==> config.mk <==
export PLATFORM = sky130hd
export DESIGN_NAME = multiply_negate_pop_exec
export DESIGN_NICKNAME = d
export VERILOG_FILES = /design/src/mnp_exec_pkg.sv /design/src/quarter_tick_divider.sv /design/src/negate_unit.sv /design/src/multiply_negate_pop_exec.sv
export SDC_FILE = /design/constraint.sdc
export NUM_CORES = 1
export LEC_CHECK = 0
export ABC_AREA = 1
export ABC_CLOCK_PERIOD_IN_PS = 4200
export BUFFER_PORTS_ARGS = -buffer_cell sky130_fd_sc_hd__buf_2
export CORE_MARGIN = 8
export CORE_UTILIZATION = 42
export DETAILED_ROUTE_END_ITERATION = 7
export GPL_TIMING_DRIVEN = 0
export SYNTH_ARGS = -nofsm -noshare
export SYNTH_HDL_FRONTEND = slang
export SYNTH_SLANG_ARGS = --single-unit
==> constraint.sdc <==
create_clock -name clk_in -period 4.2 [get_ports clk_in]
set_input_delay 0.84 -clock clk_in [delete_from_list [all_inputs] [get_ports clk_in]]
set_output_delay 0.84 -clock clk_in [all_outputs]
set_load 0.005 [all_outputs]
==> src/mnp_exec_pkg.sv <==
/*
  Shared constants for the multiply, negate, no-operation and pop
  execution block: opcodes, status flag positions, register port
  offsets, reset values and the instruction phase encoding.
  Assumes a single core clock and a plain register port.
*/
// Function
// - Multiply-by-literal stores unsigned W times literal in the product pair.
// - Both multiplies keep W and all status flags unchanged.
// - Multiply-by-file stores W times file register, sources untouched.
// - Bank bit 0 picks access bank; bank bit 1 uses bank select register.
// - Access mode with extended set and address up to 95 uses indexed offset.
// - Negate replaces the file register with its two's complement.
// - Negate updates N, OV, C, DC, Z; others leave flags alone.
// - Pop discards the stack top entry in one single-word cycle.
package mnp_exec_pkg;

  localparam logic [7:0]  OPC_MUL_LIT_HI   = 8'h0D;
  localparam logic [6:0]  OPC_MUL_FILE_HI  = 7'h01;
  localparam logic [6:0]  OPC_NEG_FILE_HI  = 7'h36;
  localparam logic [15:0] OPC_POP          = 16'h0006;
  localparam logic [15:0] OPC_NOP_ZERO     = 16'h0000;
  localparam logic [3:0]  OPC_NOP_TOP      = 4'hF;

  localparam int          BANK_BIT         = 8;
  localparam logic [7:0]  INDEXED_LAST     = 8'h5F;
  localparam logic [3:0]  ACCESS_LOW_PAGE  = 4'h0;
  localparam logic [3:0]  ACCESS_HIGH_PAGE = 4'hF;

  localparam int          STAT_C           = 0;
  localparam int          STAT_DC          = 1;
  localparam int          STAT_Z           = 2;
  localparam int          STAT_OV          = 3;
  localparam int          STAT_N           = 4;
  localparam int          STAT_W           = 5;

  localparam logic [3:0]  REG_WORKING      = 4'h0;
  localparam logic [3:0]  REG_BANK_SELECT  = 4'h1;
  localparam logic [3:0]  REG_STATUS       = 4'h2;
  localparam logic [3:0]  REG_PRODUCT_LOW  = 4'h3;
  localparam logic [3:0]  REG_PRODUCT_HIGH = 4'h4;
  localparam logic [3:0]  REG_CONTROL      = 4'h5;
  localparam logic [3:0]  REG_STACK_PTR    = 4'h6;
  localparam int          CTRL_EXTENDED    = 0;

  localparam logic [7:0]  RST_BYTE         = 8'h00;
  localparam logic [3:0]  RST_BANK         = 4'h0;
  localparam logic [4:0]  RST_STATUS       = 5'h00;
  localparam logic [15:0] RST_PRODUCT      = 16'h0000;

  typedef enum logic [3:0] {
    PH_DECODE  = 4'b0001,
    PH_READ    = 4'b0010,
    PH_PROCESS = 4'b0100,
    PH_WRITE   = 4'b1000
  } phase_t;

  typedef enum logic [4:0] {
    OP_NONE     = 5'b00001,
    OP_MUL_LIT  = 5'b00010,
    OP_MUL_FILE = 5'b00100,
    OP_NEG_FILE = 5'b01000,
    OP_POP      = 5'b10000
  } op_class_t;

endpackage : mnp_exec_pkg

==> src/quarter_tick_divider.sv <==
/*
  Divider that marks the last core clock of each quarter cycle with a
  one-cycle tick.
  Assumes an active-low reset from the parent, applied asynchronously and released in step with the clock.
*/
`timescale 1ns/10ps
module quarter_tick_divider #(
  parameter int CLOCKS_PER_QUARTER = 1
) (
  input  wire logic clk_in,
  input  wire logic rst_n_in,
  output logic      tick_out
);

  localparam int CW = (CLOCKS_PER_QUARTER > 1) ?
                      $clog2(CLOCKS_PER_QUARTER) : 1;
  localparam logic [CW-1:0] LAST = CW'(CLOCKS_PER_QUARTER - 1);

  logic [CW-1:0] count_reg;

  always_ff @(posedge clk_in or negedge rst_n_in) begin
    if (!rst_n_in) begin
      count_reg <= '0;
    end else if (count_reg == LAST) begin
      count_reg <= '0;
    end else begin
      count_reg <= count_reg + CW'(1);
    end
  end

  assign tick_out = (count_reg == LAST);

endmodule : quarter_tick_divider

==> src/negate_unit.sv <==
/*
  Two's complement negation of one byte with the arithmetic flags that
  the result produces, as if computed as zero minus the operand.
  Purely combinational; the parent latches the outputs.
*/
`timescale 1ns/10ps
module negate_unit
  import mnp_exec_pkg::*;
(
  input  wire logic [7:0]      operand_in,
  output logic      [7:0]      result_out,
  output logic      [STAT_W-1:0] flags_out
);

  assign result_out = (~operand_in) + 8'h01;

  always_comb begin
    flags_out          = '0;
    flags_out[STAT_C]  = (operand_in == 8'h00);
    flags_out[STAT_DC] = (operand_in[3:0] == 4'h0);
    flags_out[STAT_Z]  = (result_out == 8'h00);
    flags_out[STAT_OV] = (operand_in == 8'h80);
    flags_out[STAT_N]  = result_out[7];
  end

endmodule : negate_unit

==> src/multiply_negate_pop_exec.sv <==
/*
  Execution block for multiply by literal, multiply by file register,
  negate file register, no operation and pop of the return stack.
  Assumes instruction words and data memory answers come from logic on
  the same clock; data memory returns read data one cycle after the
  read strobe.
*/
`timescale 1ns/10ps
module multiply_negate_pop_exec
  import mnp_exec_pkg::*;
#(
  parameter int CLOCKS_PER_QUARTER = 1,
  parameter int STACK_PTR_W        = 5
) (
  input  wire logic                   clk_in,
  input  wire logic                   rst_n_in,
  input  wire logic [15:0]            instr_word_in,
  input  wire logic                   instr_valid_in,
  output logic                        instr_take_out,
  output logic                        cycle_end_out,
  input  wire logic [11:0]            index_base_in,
  output logic      [11:0]            mem_addr_out,
  output logic                        mem_rd_out,
  input  wire logic [7:0]             mem_rdata_in,
  output logic                        mem_wr_out,
  output logic      [7:0]             mem_wdata_out,
  input  wire logic [3:0]             reg_addr_in,
  input  wire logic [7:0]             reg_wdata_in,
  input  wire logic                   reg_wr_in,
  input  wire logic                   reg_rd_in,
  output logic      [7:0]             reg_rdata_out,
  output logic                        stack_pop_out,
  output logic      [STACK_PTR_W-1:0] stack_ptr_out,
  output logic      [15:0]            product_out,
  output logic      [STAT_W-1:0]      status_out
);

  import mnp_exec_pkg::*;

  logic [1:0]             rst_sync_reg;
  logic                   rst_n;
  logic                   tick;
  phase_t                 phase_reg;
  op_class_t              op_reg;
  op_class_t              op_next;
  logic [7:0]             literal_reg;
  logic [11:0]            addr_next;
  logic [11:0]            addr_reg;
  logic                   rd_pending_reg;
  logic [7:0]             operand_reg;
  logic [7:0]             operand_now;
  logic [15:0]            calc_reg;
  logic [7:0]             neg_result;
  logic [STAT_W-1:0]      neg_flags;
  logic [7:0]             neg_result_reg;
  logic [STAT_W-1:0]      neg_flags_reg;
  logic [7:0]             working_reg;
  logic [3:0]             bank_reg;
  logic [STAT_W-1:0]      status_reg;
  logic [15:0]            product_reg;
  logic                   extended_reg;
  logic [STACK_PTR_W-1:0] stack_ptr_reg;
  logic [7:0]             rdata_reg;
  logic                   take;
  logic                   process_tick;
  logic                   write_tick;
  logic                   bus_wr_working;
  logic                   bus_wr_bank;
  logic                   bus_wr_status;
  logic                   bus_wr_prod_lo;
  logic                   bus_wr_prod_hi;
  logic                   bus_wr_control;
  logic                   bus_wr_stack;

  always_ff @(posedge clk_in or negedge rst_n_in) begin
    if (!rst_n_in) begin
      rst_sync_reg <= 2'b00;
    end else begin
      rst_sync_reg <= {rst_sync_reg[0], 1'b1};
    end
  end

  assign rst_n = rst_sync_reg[1];

  quarter_tick_divider #(
    .CLOCKS_PER_QUARTER (CLOCKS_PER_QUARTER)
  ) u_quarter (
    .clk_in   (clk_in),
    .rst_n_in (rst_n),
    .tick_out (tick)
  );

  negate_unit u_negate (
    .operand_in (operand_now),
    .result_out (neg_result),
    .flags_out  (neg_flags)
  );

  always_ff @(posedge clk_in or negedge rst_n) begin
    if (!rst_n) begin
      phase_reg <= PH_DECODE;
    end else if (tick) begin
      unique case (phase_reg)
        PH_DECODE:  phase_reg <= PH_READ;
        PH_READ:    phase_reg <= PH_PROCESS;
        PH_PROCESS: phase_reg <= PH_WRITE;
        PH_WRITE:   phase_reg <= PH_DECODE;
      endcase
    end
  end

  assign take         = tick && (phase_reg == PH_DECODE) && instr_valid_in;
  assign process_tick = tick && (phase_reg == PH_PROCESS);
  assign write_tick   = tick && (phase_reg == PH_WRITE);

  always_comb begin
    op_next = OP_NONE;
    if (instr_word_in == OPC_NOP_ZERO ||
        instr_word_in[15:12] == OPC_NOP_TOP) begin
      op_next = OP_NONE;
    end else if (instr_word_in == OPC_POP) begin
      op_next = OP_POP;
    end else if (instr_word_in[15:8] == OPC_MUL_LIT_HI) begin
      op_next = OP_MUL_LIT;
    end else if (instr_word_in[15:9] == OPC_MUL_FILE_HI) begin
      op_next = OP_MUL_FILE;
    end else if (instr_word_in[15:9] == OPC_NEG_FILE_HI) begin
      op_next = OP_NEG_FILE;
    end
  end

  always_comb begin
    if (instr_word_in[BANK_BIT]) begin
      addr_next = {bank_reg, instr_word_in[7:0]};
    end else if (extended_reg && instr_word_in[7:0] <= INDEXED_LAST) begin
      addr_next = index_base_in + {4'h0, instr_word_in[7:0]};
    end else if (instr_word_in[7:0] <= INDEXED_LAST) begin
      addr_next = {ACCESS_LOW_PAGE, instr_word_in[7:0]};
    end else begin
      addr_next = {ACCESS_HIGH_PAGE, instr_word_in[7:0]};
    end
  end

  // Decode latch; words not offered at decode run as no operation.
  always_ff @(posedge clk_in or negedge rst_n) begin
    if (!rst_n) begin
      op_reg      <= OP_NONE;
      literal_reg <= RST_BYTE;
      addr_reg    <= 12'h000;
    end else if (tick && phase_reg == PH_DECODE) begin
      op_reg      <= instr_valid_in ? op_next : OP_NONE;
      literal_reg <= instr_word_in[7:0];
      addr_reg    <= addr_next;
    end
  end

  assign instr_take_out = take;
  assign cycle_end_out  = write_tick;
  assign mem_addr_out   = addr_reg;
  assign mem_rd_out     = tick && (phase_reg == PH_READ) &&
                          (op_reg == OP_MUL_FILE || op_reg == OP_NEG_FILE);

  // Operand read in the second quarter.
  always_ff @(posedge clk_in or negedge rst_n) begin
    if (!rst_n) begin
      rd_pending_reg <= 1'b0;
      operand_reg    <= RST_BYTE;
    end else begin
      rd_pending_reg <= mem_rd_out;
      if (rd_pending_reg) begin
        operand_reg <= mem_rdata_in;
      end else if (tick && phase_reg == PH_READ && op_reg == OP_MUL_LIT) begin
        operand_reg <= literal_reg;
      end
    end
  end

  // Read data bypass keeps one clock per quarter working for file operands.
  assign operand_now = rd_pending_reg ? mem_rdata_in : operand_reg;

  // Processing in the third quarter.
  always_ff @(posedge clk_in or negedge rst_n) begin
    if (!rst_n) begin
      calc_reg       <= RST_PRODUCT;
      neg_result_reg <= RST_BYTE;
      neg_flags_reg  <= RST_STATUS;
    end else if (process_tick) begin
      calc_reg       <= {8'h00, working_reg} * {8'h00, operand_now};
      neg_result_reg <= neg_result;
      neg_flags_reg  <= neg_flags;
    end
  end

  assign mem_wr_out    = write_tick && (op_reg == OP_NEG_FILE);
  assign mem_wdata_out = neg_result_reg;

  assign stack_pop_out = process_tick && (op_reg == OP_POP);

  always_ff @(posedge clk_in or negedge rst_n) begin
    if (!rst_n) begin
      stack_ptr_reg <= '0;
    end else if (stack_pop_out) begin
      if (stack_ptr_reg != '0) begin
        stack_ptr_reg <= stack_ptr_reg - STACK_PTR_W'(1);
      end
    end else if (bus_wr_stack) begin
      stack_ptr_reg <= reg_wdata_in[STACK_PTR_W-1:0];
    end
  end

  assign bus_wr_working = reg_wr_in && (reg_addr_in == REG_WORKING);
  assign bus_wr_bank    = reg_wr_in && (reg_addr_in == REG_BANK_SELECT);
  assign bus_wr_status  = reg_wr_in && (reg_addr_in == REG_STATUS);
  assign bus_wr_prod_lo = reg_wr_in && (reg_addr_in == REG_PRODUCT_LOW);
  assign bus_wr_prod_hi = reg_wr_in && (reg_addr_in == REG_PRODUCT_HIGH);
  assign bus_wr_control = reg_wr_in && (reg_addr_in == REG_CONTROL);
  assign bus_wr_stack   = reg_wr_in && (reg_addr_in == REG_STACK_PTR);

  always_ff @(posedge clk_in or negedge rst_n) begin
    if (!rst_n) begin
      working_reg <= RST_BYTE;
    end else if (bus_wr_working) begin
      working_reg <= reg_wdata_in;
    end
  end

  always_ff @(posedge clk_in or negedge rst_n) begin
    if (!rst_n) begin
      bank_reg     <= RST_BANK;
      extended_reg <= 1'b0;
    end else begin
      if (bus_wr_bank) begin
        bank_reg <= reg_wdata_in[3:0];
      end
      if (bus_wr_control) begin
        extended_reg <= reg_wdata_in[CTRL_EXTENDED];
      end
    end
  end

  always_ff @(posedge clk_in or negedge rst_n) begin
    if (!rst_n) begin
      status_reg <= RST_STATUS;
    end else if (write_tick && op_reg == OP_NEG_FILE) begin
      status_reg <= neg_flags_reg;
    end else if (bus_wr_status) begin
      status_reg <= reg_wdata_in[STAT_W-1:0];
    end
  end

  // Product pair written in the fourth quarter.
  always_ff @(posedge clk_in or negedge rst_n) begin
    if (!rst_n) begin
      product_reg <= RST_PRODUCT;
    end else if (write_tick &&
                 (op_reg == OP_MUL_LIT || op_reg == OP_MUL_FILE)) begin
      product_reg <= calc_reg;
    end else begin
      if (bus_wr_prod_lo) begin
        product_reg[7:0] <= reg_wdata_in;
      end
      if (bus_wr_prod_hi) begin
        product_reg[15:8] <= reg_wdata_in;
      end
    end
  end

  always_ff @(posedge clk_in or negedge rst_n) begin
    if (!rst_n) begin
      rdata_reg <= RST_BYTE;
    end else if (reg_rd_in) begin
      unique case (reg_addr_in)
        REG_WORKING:      rdata_reg <= working_reg;
        REG_BANK_SELECT:  rdata_reg <= {4'h0, bank_reg};
        REG_STATUS:       rdata_reg <= {3'b000, status_reg};
        REG_PRODUCT_LOW:  rdata_reg <= product_reg[7:0];
        REG_PRODUCT_HIGH: rdata_reg <= product_reg[15:8];
        REG_CONTROL:      rdata_reg <= {7'h00, extended_reg};
        REG_STACK_PTR:    rdata_reg <= 8'(stack_ptr_reg);
        default:          rdata_reg <= RST_BYTE;
      endcase
    end else begin
      rdata_reg <= RST_BYTE;
    end
  end

  assign reg_rdata_out = rdata_reg;
  assign stack_ptr_out = stack_ptr_reg;
  assign product_out   = product_reg;
  assign status_out    = status_reg;

endmodule : multiply_negate_pop_exec

== Yosys cells after proc, flatten, opt, wreduce, memory -nomap -nowiden ==
Index checks and enable logic that the tools add are counted.

* Add/subtract/negate cells: 4
* $mul: 1
* Div/mod/pow operators: 0
* Magnitude comparators: 1
* Equality and inequality tests: 21
* Shift operators: 0
* Mux-type cells: 24
* Bitwise gates (word level): 2
* Reductions and logical operators: 33

{| class="wikitable"
|+ Operators by type and width
! kind !! count
|-
| $pmux W8 S7 || 1
|-
| $mux W8 || 6
|-
| $mux W5 || 8
|-
| $mux W12 || 3
|-
| $logic_and A1 B1 Y1 || 18
|-
| $eq A16 B3 Y1 const B || 1
|-
| $eq A4 B3 Y1 const B || 4
|-
| $logic_not A16 Y1 || 1
|-
| $logic_not A8 Y1 || 2
|-
| $mul A8 B8 Y16 || 1
|-
| $mux W16 || 1
|-
| $pmux W4 S4 || 1
|-
| $add A12 B8 Y12 || 1
|-
| $eq A4 B2 Y1 const B || 3
|-
| $mux W4 || 3
|-
| $reduce_bool A2 Y1 || 5
|-
| $add A8 B1 Y8 const B || 1
|-
| $eq A4 B1 Y1 const B || 2
|-
| $eq A4 B4 Y1 const B || 2
|-
| $eq A8 B4 Y1 const B || 1
|-
| $eq A8 B8 Y1 const B || 1
|-
| $le A8 B7 Y1 const B || 1
|-
| $logic_not A4 Y1 || 2
|-
| $not A8 Y8 || 1
|-
| other kinds (14) || 16
|}

* Register bits: 117
* Bits in latches: 0
* RAM bits: 0
* ROM bits: 0
* Output and inout bits: 59
* Logic and storage cells: 105
* Memories: 0

== Longest topological paths before layout ==
* Depth in word-level cells: 7
* Gate-level depth with buffers: 23
* Depth with buffers taken out: 22

== Modules after synthesis ==
A second synthesis with hierarchy kept.

* Cell total of the unflattened synthesis: 1105
* Area, all modules: 8285.4 um^2

{| class="wikitable"
|+ Modules (own cells, without submodules)
! module !! instances !! cells an instance !! area each (um^2) !! seq. area each (um^2)
|-
| multiply_negate_pop_exec || 1 || 1053 || 8035.2 || 2905.3
|-
| negate_unit || 1 || 50 || 239.0 || 0.0
|-
| quarter_tick_divider || 1 || 2 || 11.3 || 0.0
|}

== Least setup slack after synthesis ==
OpenSTA, ideal clock, no wires.

* Path type: input to register
* Start: input port mem_rdata_in[5]
* End: register calc_reg[13]
* Data arrival time: 4445 ps
* Required time: 4082 ps
* Setup slack: -363 ps
* Cell stages on the path: 20
* Path buffers: 0
* Path through: nand2_1 > inv_1 > nor2_4 > inv_1 > nand2_1 > fa_1 > fa_1 > inv_1 > fa_1 > inv_1 > fa_1 > inv_1 > ha_1 > nand2_1 > o21ai_0 > nand2_1 > nand3_1 > nand2_1 > nand3_1 > nand2_1

* Cells in the longest elaborated chain, start to end: 2

{| class="wikitable"
|+ Ends and longest elaborated chain
! what !! RTL line !! text
|-
| from (decl) || multiply_negate_pop_exec.sv:24 || <nowiki>input wire logic [7:0] mem_rdata_in,</nowiki>
|-
| $mux W8 || multiply_negate_pop_exec.sv:179 || <nowiki>assign operand_now = rd_pending_reg ? mem_rdata_in : operand_reg;</nowiki>
|-
| $mul A8 B8 Y16 || multiply_negate_pop_exec.sv:188 || <nowiki>calc_reg <= {8'h00, working_reg} * {8'h00, operand_now};</nowiki>
|-
| to (signal assigned) || multiply_negate_pop_exec.sv:188 ||
|-
| to (decl) || multiply_negate_pop_exec.sv:52 || <nowiki>logic [15:0] calc_reg;</nowiki>
|}

Every way passes these cells.
A chain may end at the register's enable or synchronous reset.

== Final worst setup path ==
* Start: register rd_pending_reg
* End: register calc_reg[11]

* Cells in the longest elaborated chain, start to end: 2

{| class="wikitable"
|+ Ends and longest elaborated chain
! what !! RTL line !! text
|-
| from (decl) || multiply_negate_pop_exec.sv:49 || <nowiki>logic rd_pending_reg;</nowiki>
|-
| from (signal assigned) || multiply_negate_pop_exec.sv:169 || <nowiki>rd_pending_reg <= mem_rd_out;</nowiki>
|-
| $mux W8 || multiply_negate_pop_exec.sv:179 ||
|-
| $mul A8 B8 Y16 || multiply_negate_pop_exec.sv:188 ||
|}

Every way passes these cells.

==> impl_metrics.json <==
{
  "firstDrtPassIters": 5,
  "fin_skew_ns": 0.0154,
  "ys.flop_type": "dfrtp_1",
  "top_layer": "met4",
  "setup_tns_ns": -0.540,
  "pwr-share-clk_pct": 23.3,
  "min_period_ns": 4.30,
  "grt_max_degree": 61,
  "finalSetupViolCount": 8,
  "critical_path_class": "reg -> reg",
  "violations": "negative setup slack",
  "synthesis.nets": 1211,
  "yosys_warnings": 0,
  "core_area_mm2": 0.0193,
  "gp_congestion": 0.916,
  "grt-ovfl-total": 0,
  "drtIter0Drc": 439,
  "drc": 0,
  "met2_length_mm": 11.7,
  "synth_common_cells": "nand2_1 (270), inv_1 (173), nor2_1 (127)",
  "post_dp_cell_area_mm2": 0.00924,
  "drive_gt1_share_pct": 25.7,
  "antenna_found_initial": 0,
  "dp_hpwl_mm": 18.9,
  "dr_wl_met3_mm": 1.43,
  "start_util_pct": 42.4,
  "n_antenna_cell": 0,
  "arrival_ns": 4.61,
  "rows": 51,
  "yosysSeqAreaShare_pct": 35.1,
  "synth.most_common_cell": "nand2_1",
  "postSynth.asyncResetShare_pct": 100,
  "die_w_um": 156,
  "wl_per_cell_um": 16.3,
  "fillCellCount": 1862,
  "intPower_mw": 3.55,
  "synth_area_mm2": 0.00820,
  "final_hold_viol_count": 0,
  "synth_edf_count": 0,
  "tightest_slew_ns": 0.822,
  "final_area_mm2": 0.0107,
  "ys_ff_latch": 115,
  "cts_buffers": 17,
  "worstSetupEndpointType": "register",
  "switching_share_pct": 42.0,
  "pre_cts_ws_ns": -0.542,
  "comb_power_share_pct": 53.1,
  "syn-instance-count": 1074,
  "htreeDepth": 4,
  "die_h_um": 156,
  "critPathLaunch": "rd_pending_reg",
  "cts_tree": "done",
  "p_leak_nw": 5.37,
  "grt_pass1_wl_mm": 39.5,
  "worstPathMaxFanout": 5,
  "synth_cell_type_count": 48,
  "final_max_slew_viol_count": 0,
  "syn_avg_cell_area_um2": 7.63,
  "status": "complete, but fails checks",
  "wl_met1_mm": 11.5,
  "vias": 7732,
  "rsz0062_at_grt": "yes",
  "cts-root-buf": "clkbuf_16",
  "drv_cap": 0,
  "ff2ff_path_depth": 20,
  "max-slew-margin-rel_pct": 45.2,
  "ir_drop_mv": 0.559,
  "yosys-top-cells-area": "dfrtp_1 (34%), nand2_1 (12%), fa_1 (9.0%)",
  "cts_sinks": 115,
  "clkTransAtPathRegs_ns": 0.06,
  "die-area_mm2": 0.0242,
  "power.net_switching_mw": 2.57,
  "ant_nets": 0,
  "startpoint_type": "register",
  "required_ns": 4.52,
  "multi_input_area_mm2": 0.00504,
  "grtUsageTotal_pct": 20.7,
  "viasPerCell": 5.05,
  "fin_crit_sh_pct": 102,
  "clock_path_buffers": 2,
  "regArea_mm2": 0.00289,
  "cellPowerDensity_mw_per_mm2": 574,
  "grt_pass1_vias": 7563,
  "final_nets": 1392,
  "hold_path.class": "in -> async",
  "fmax_mhz": 233,
  "io_buffers": 111,
  "timing.rr.start": "rd_pending_reg",
  "routed_wl_mm": 25.0,
  "synth_top_area_share_pct": 34.5,
  "yosysTopAreaCell": "dfrtp_1",
  "hold_ws_ns": 0.190,
  "setup_ws_ns": -0.0969,
  "clk_latency_ns": 0.43,
  "io_pins": 112,
  "seq_power_share_pct": 23.7,
  "syn2layout_area_growth_pct": 30.2
}
[cell families (layout without fill, tap and decap cells)]
logic type               Yosys count  after routing  synth area share, %
flip-flops                       115            115                 35.1
XOR/XNOR                          11             11                 1.18
AND/OR/NAND/NOR                  519            519                 27.1
adder cells (fa/ha/maj)           84             84                 16.2
multiplexers                       1              1                0.122
other                              1              1               0.0457
buffers and inverters            197            390                 9.66
AO/OA/AOI/OAI                    146            146                 10.5
[final timing paths]
check / to / slack [ns]
setup / recovery: calc_reg[11] / -0.1
hold / removal: rst_sync_reg[1] / 0.19
setup reg to reg: calc_reg[11] / -0.1
hold reg to reg: rst_sync_reg[1] / 0.35
max in group asynchronous: calc_reg[14] / 3.03
min in group clk_in: rst_sync_reg[1] / 0.35
[timing repair]
item                                    in CTS  in global routing
buffers inserted                            35                 14
gates cloned                                 1                  0
endpoints found under the setup margin       9                 10
hold buffers                                 0                  0
hold endpoints to repair                     0                  0
gates resized for setup                     48                 71
pin swaps                                   20                 44
[cell usage in the layout (no fill, tap or decap), types with 4 or more instances in the layout]
| master | instances |
|---|---|
| a21oi_1 | 23 |
| a21oi_2 | 4 |
| a31oi_1 | 4 |
| buf_2 | 114 |
| buf_4 | 42 |
| buf_6 | 15 |
| clkbuf_1 | 8 |
| clkbuf_16 | 17 |
| clkinv_4 | 4 |
| dfrtp_1 | 111 |
| fa_1 | 35 |
| ha_1 | 37 |
| ha_4 | 10 |
| inv_1 | 163 |
| inv_2 | 5 |
| inv_4 | 8 |
| nand2_1 | 249 |
| nand2_2 | 15 |
| nand2_4 | 7 |
| nand3_1 | 68 |
| nand3_2 | 6 |
| nand4_1 | 12 |
| nor2_1 | 107 |
| nor2_2 | 19 |
| nor2_4 | 14 |
| nor3_1 | 7 |
| o211ai_1 | 7 |
| o21ai_0 | 60 |
| o21ai_1 | 5 |
| o21ai_2 | 6 |
| o21ai_4 | 5 |
| o21bai_1 | 5 |
| o221ai_1 | 5 |
| o22ai_1 | 9 |
| xnor2_1 | 6 |
| xor2_1 | 5 |
[metal layers]
metal,vias to the layer above,GRT usage (%)
li1,3775,-
met4,0,4.94
met2,225,33.8
met1,3712,27.8
met5,-,0
met3,20,3.82
[layout make-up]
cell class                 count  area share [%]
clock buffer                  17            3.98
tap                          265            3.11
inverter                     177            6.41
sequential                   115            27.0
buffer                        20            1.31
timing repair buffer         162            9.55
multi-input combinational    762            47.2
clock inverter                14            1.44
[through the flow]
stage | instances | utilization (%) | power [mW]
6_report | 1532 | 55.2 | 6.12
5_1_grt | 1532 | 55.2 | 6.57
4_1_cts | 1518 | 53.1 | 5.52
3_5_place_dp | 1451 | 47.8 | 3.75
3_3_place_gp | 1450 | 47.6 | 3.73
2_1_floorplan | 1074 | - | 3.14
[power by group through the flow]
stage          clock network, mW  registers [mW]  logic (mW)
2_1_floorplan                  0            1.42        1.71
3_3_place_gp                   0            1.47        2.25
3_5_place_dp                   0            1.46        2.29
4_1_cts                     1.45            1.45        2.63
5_1_grt                     1.48            1.47        3.62
6_report                    1.42            1.45        3.25
[worst max-delay path, cell delays in order (launching register included)]
cell and delay (ns):
dfrtp_2 0.49, buf_12 0.19, nand2_4 0.07, inv_4 0.03, nor2_4 0.21, buf_6 0.14
nor2_2 0.03, fa_1 0.48, fa_1 0.49, fa_1 0.51, inv_1 0.05, fa_1 0.49
inv_2 0.05, ha_4 0.31, nand2_2 0.14, nor2_4 0.13, nand2_1 0.06, nand2_1 0.11
a21oi_2 0.07, o21ai_2 0.09, nand2_1 0.07
Power figures use the tool's default switching activity.
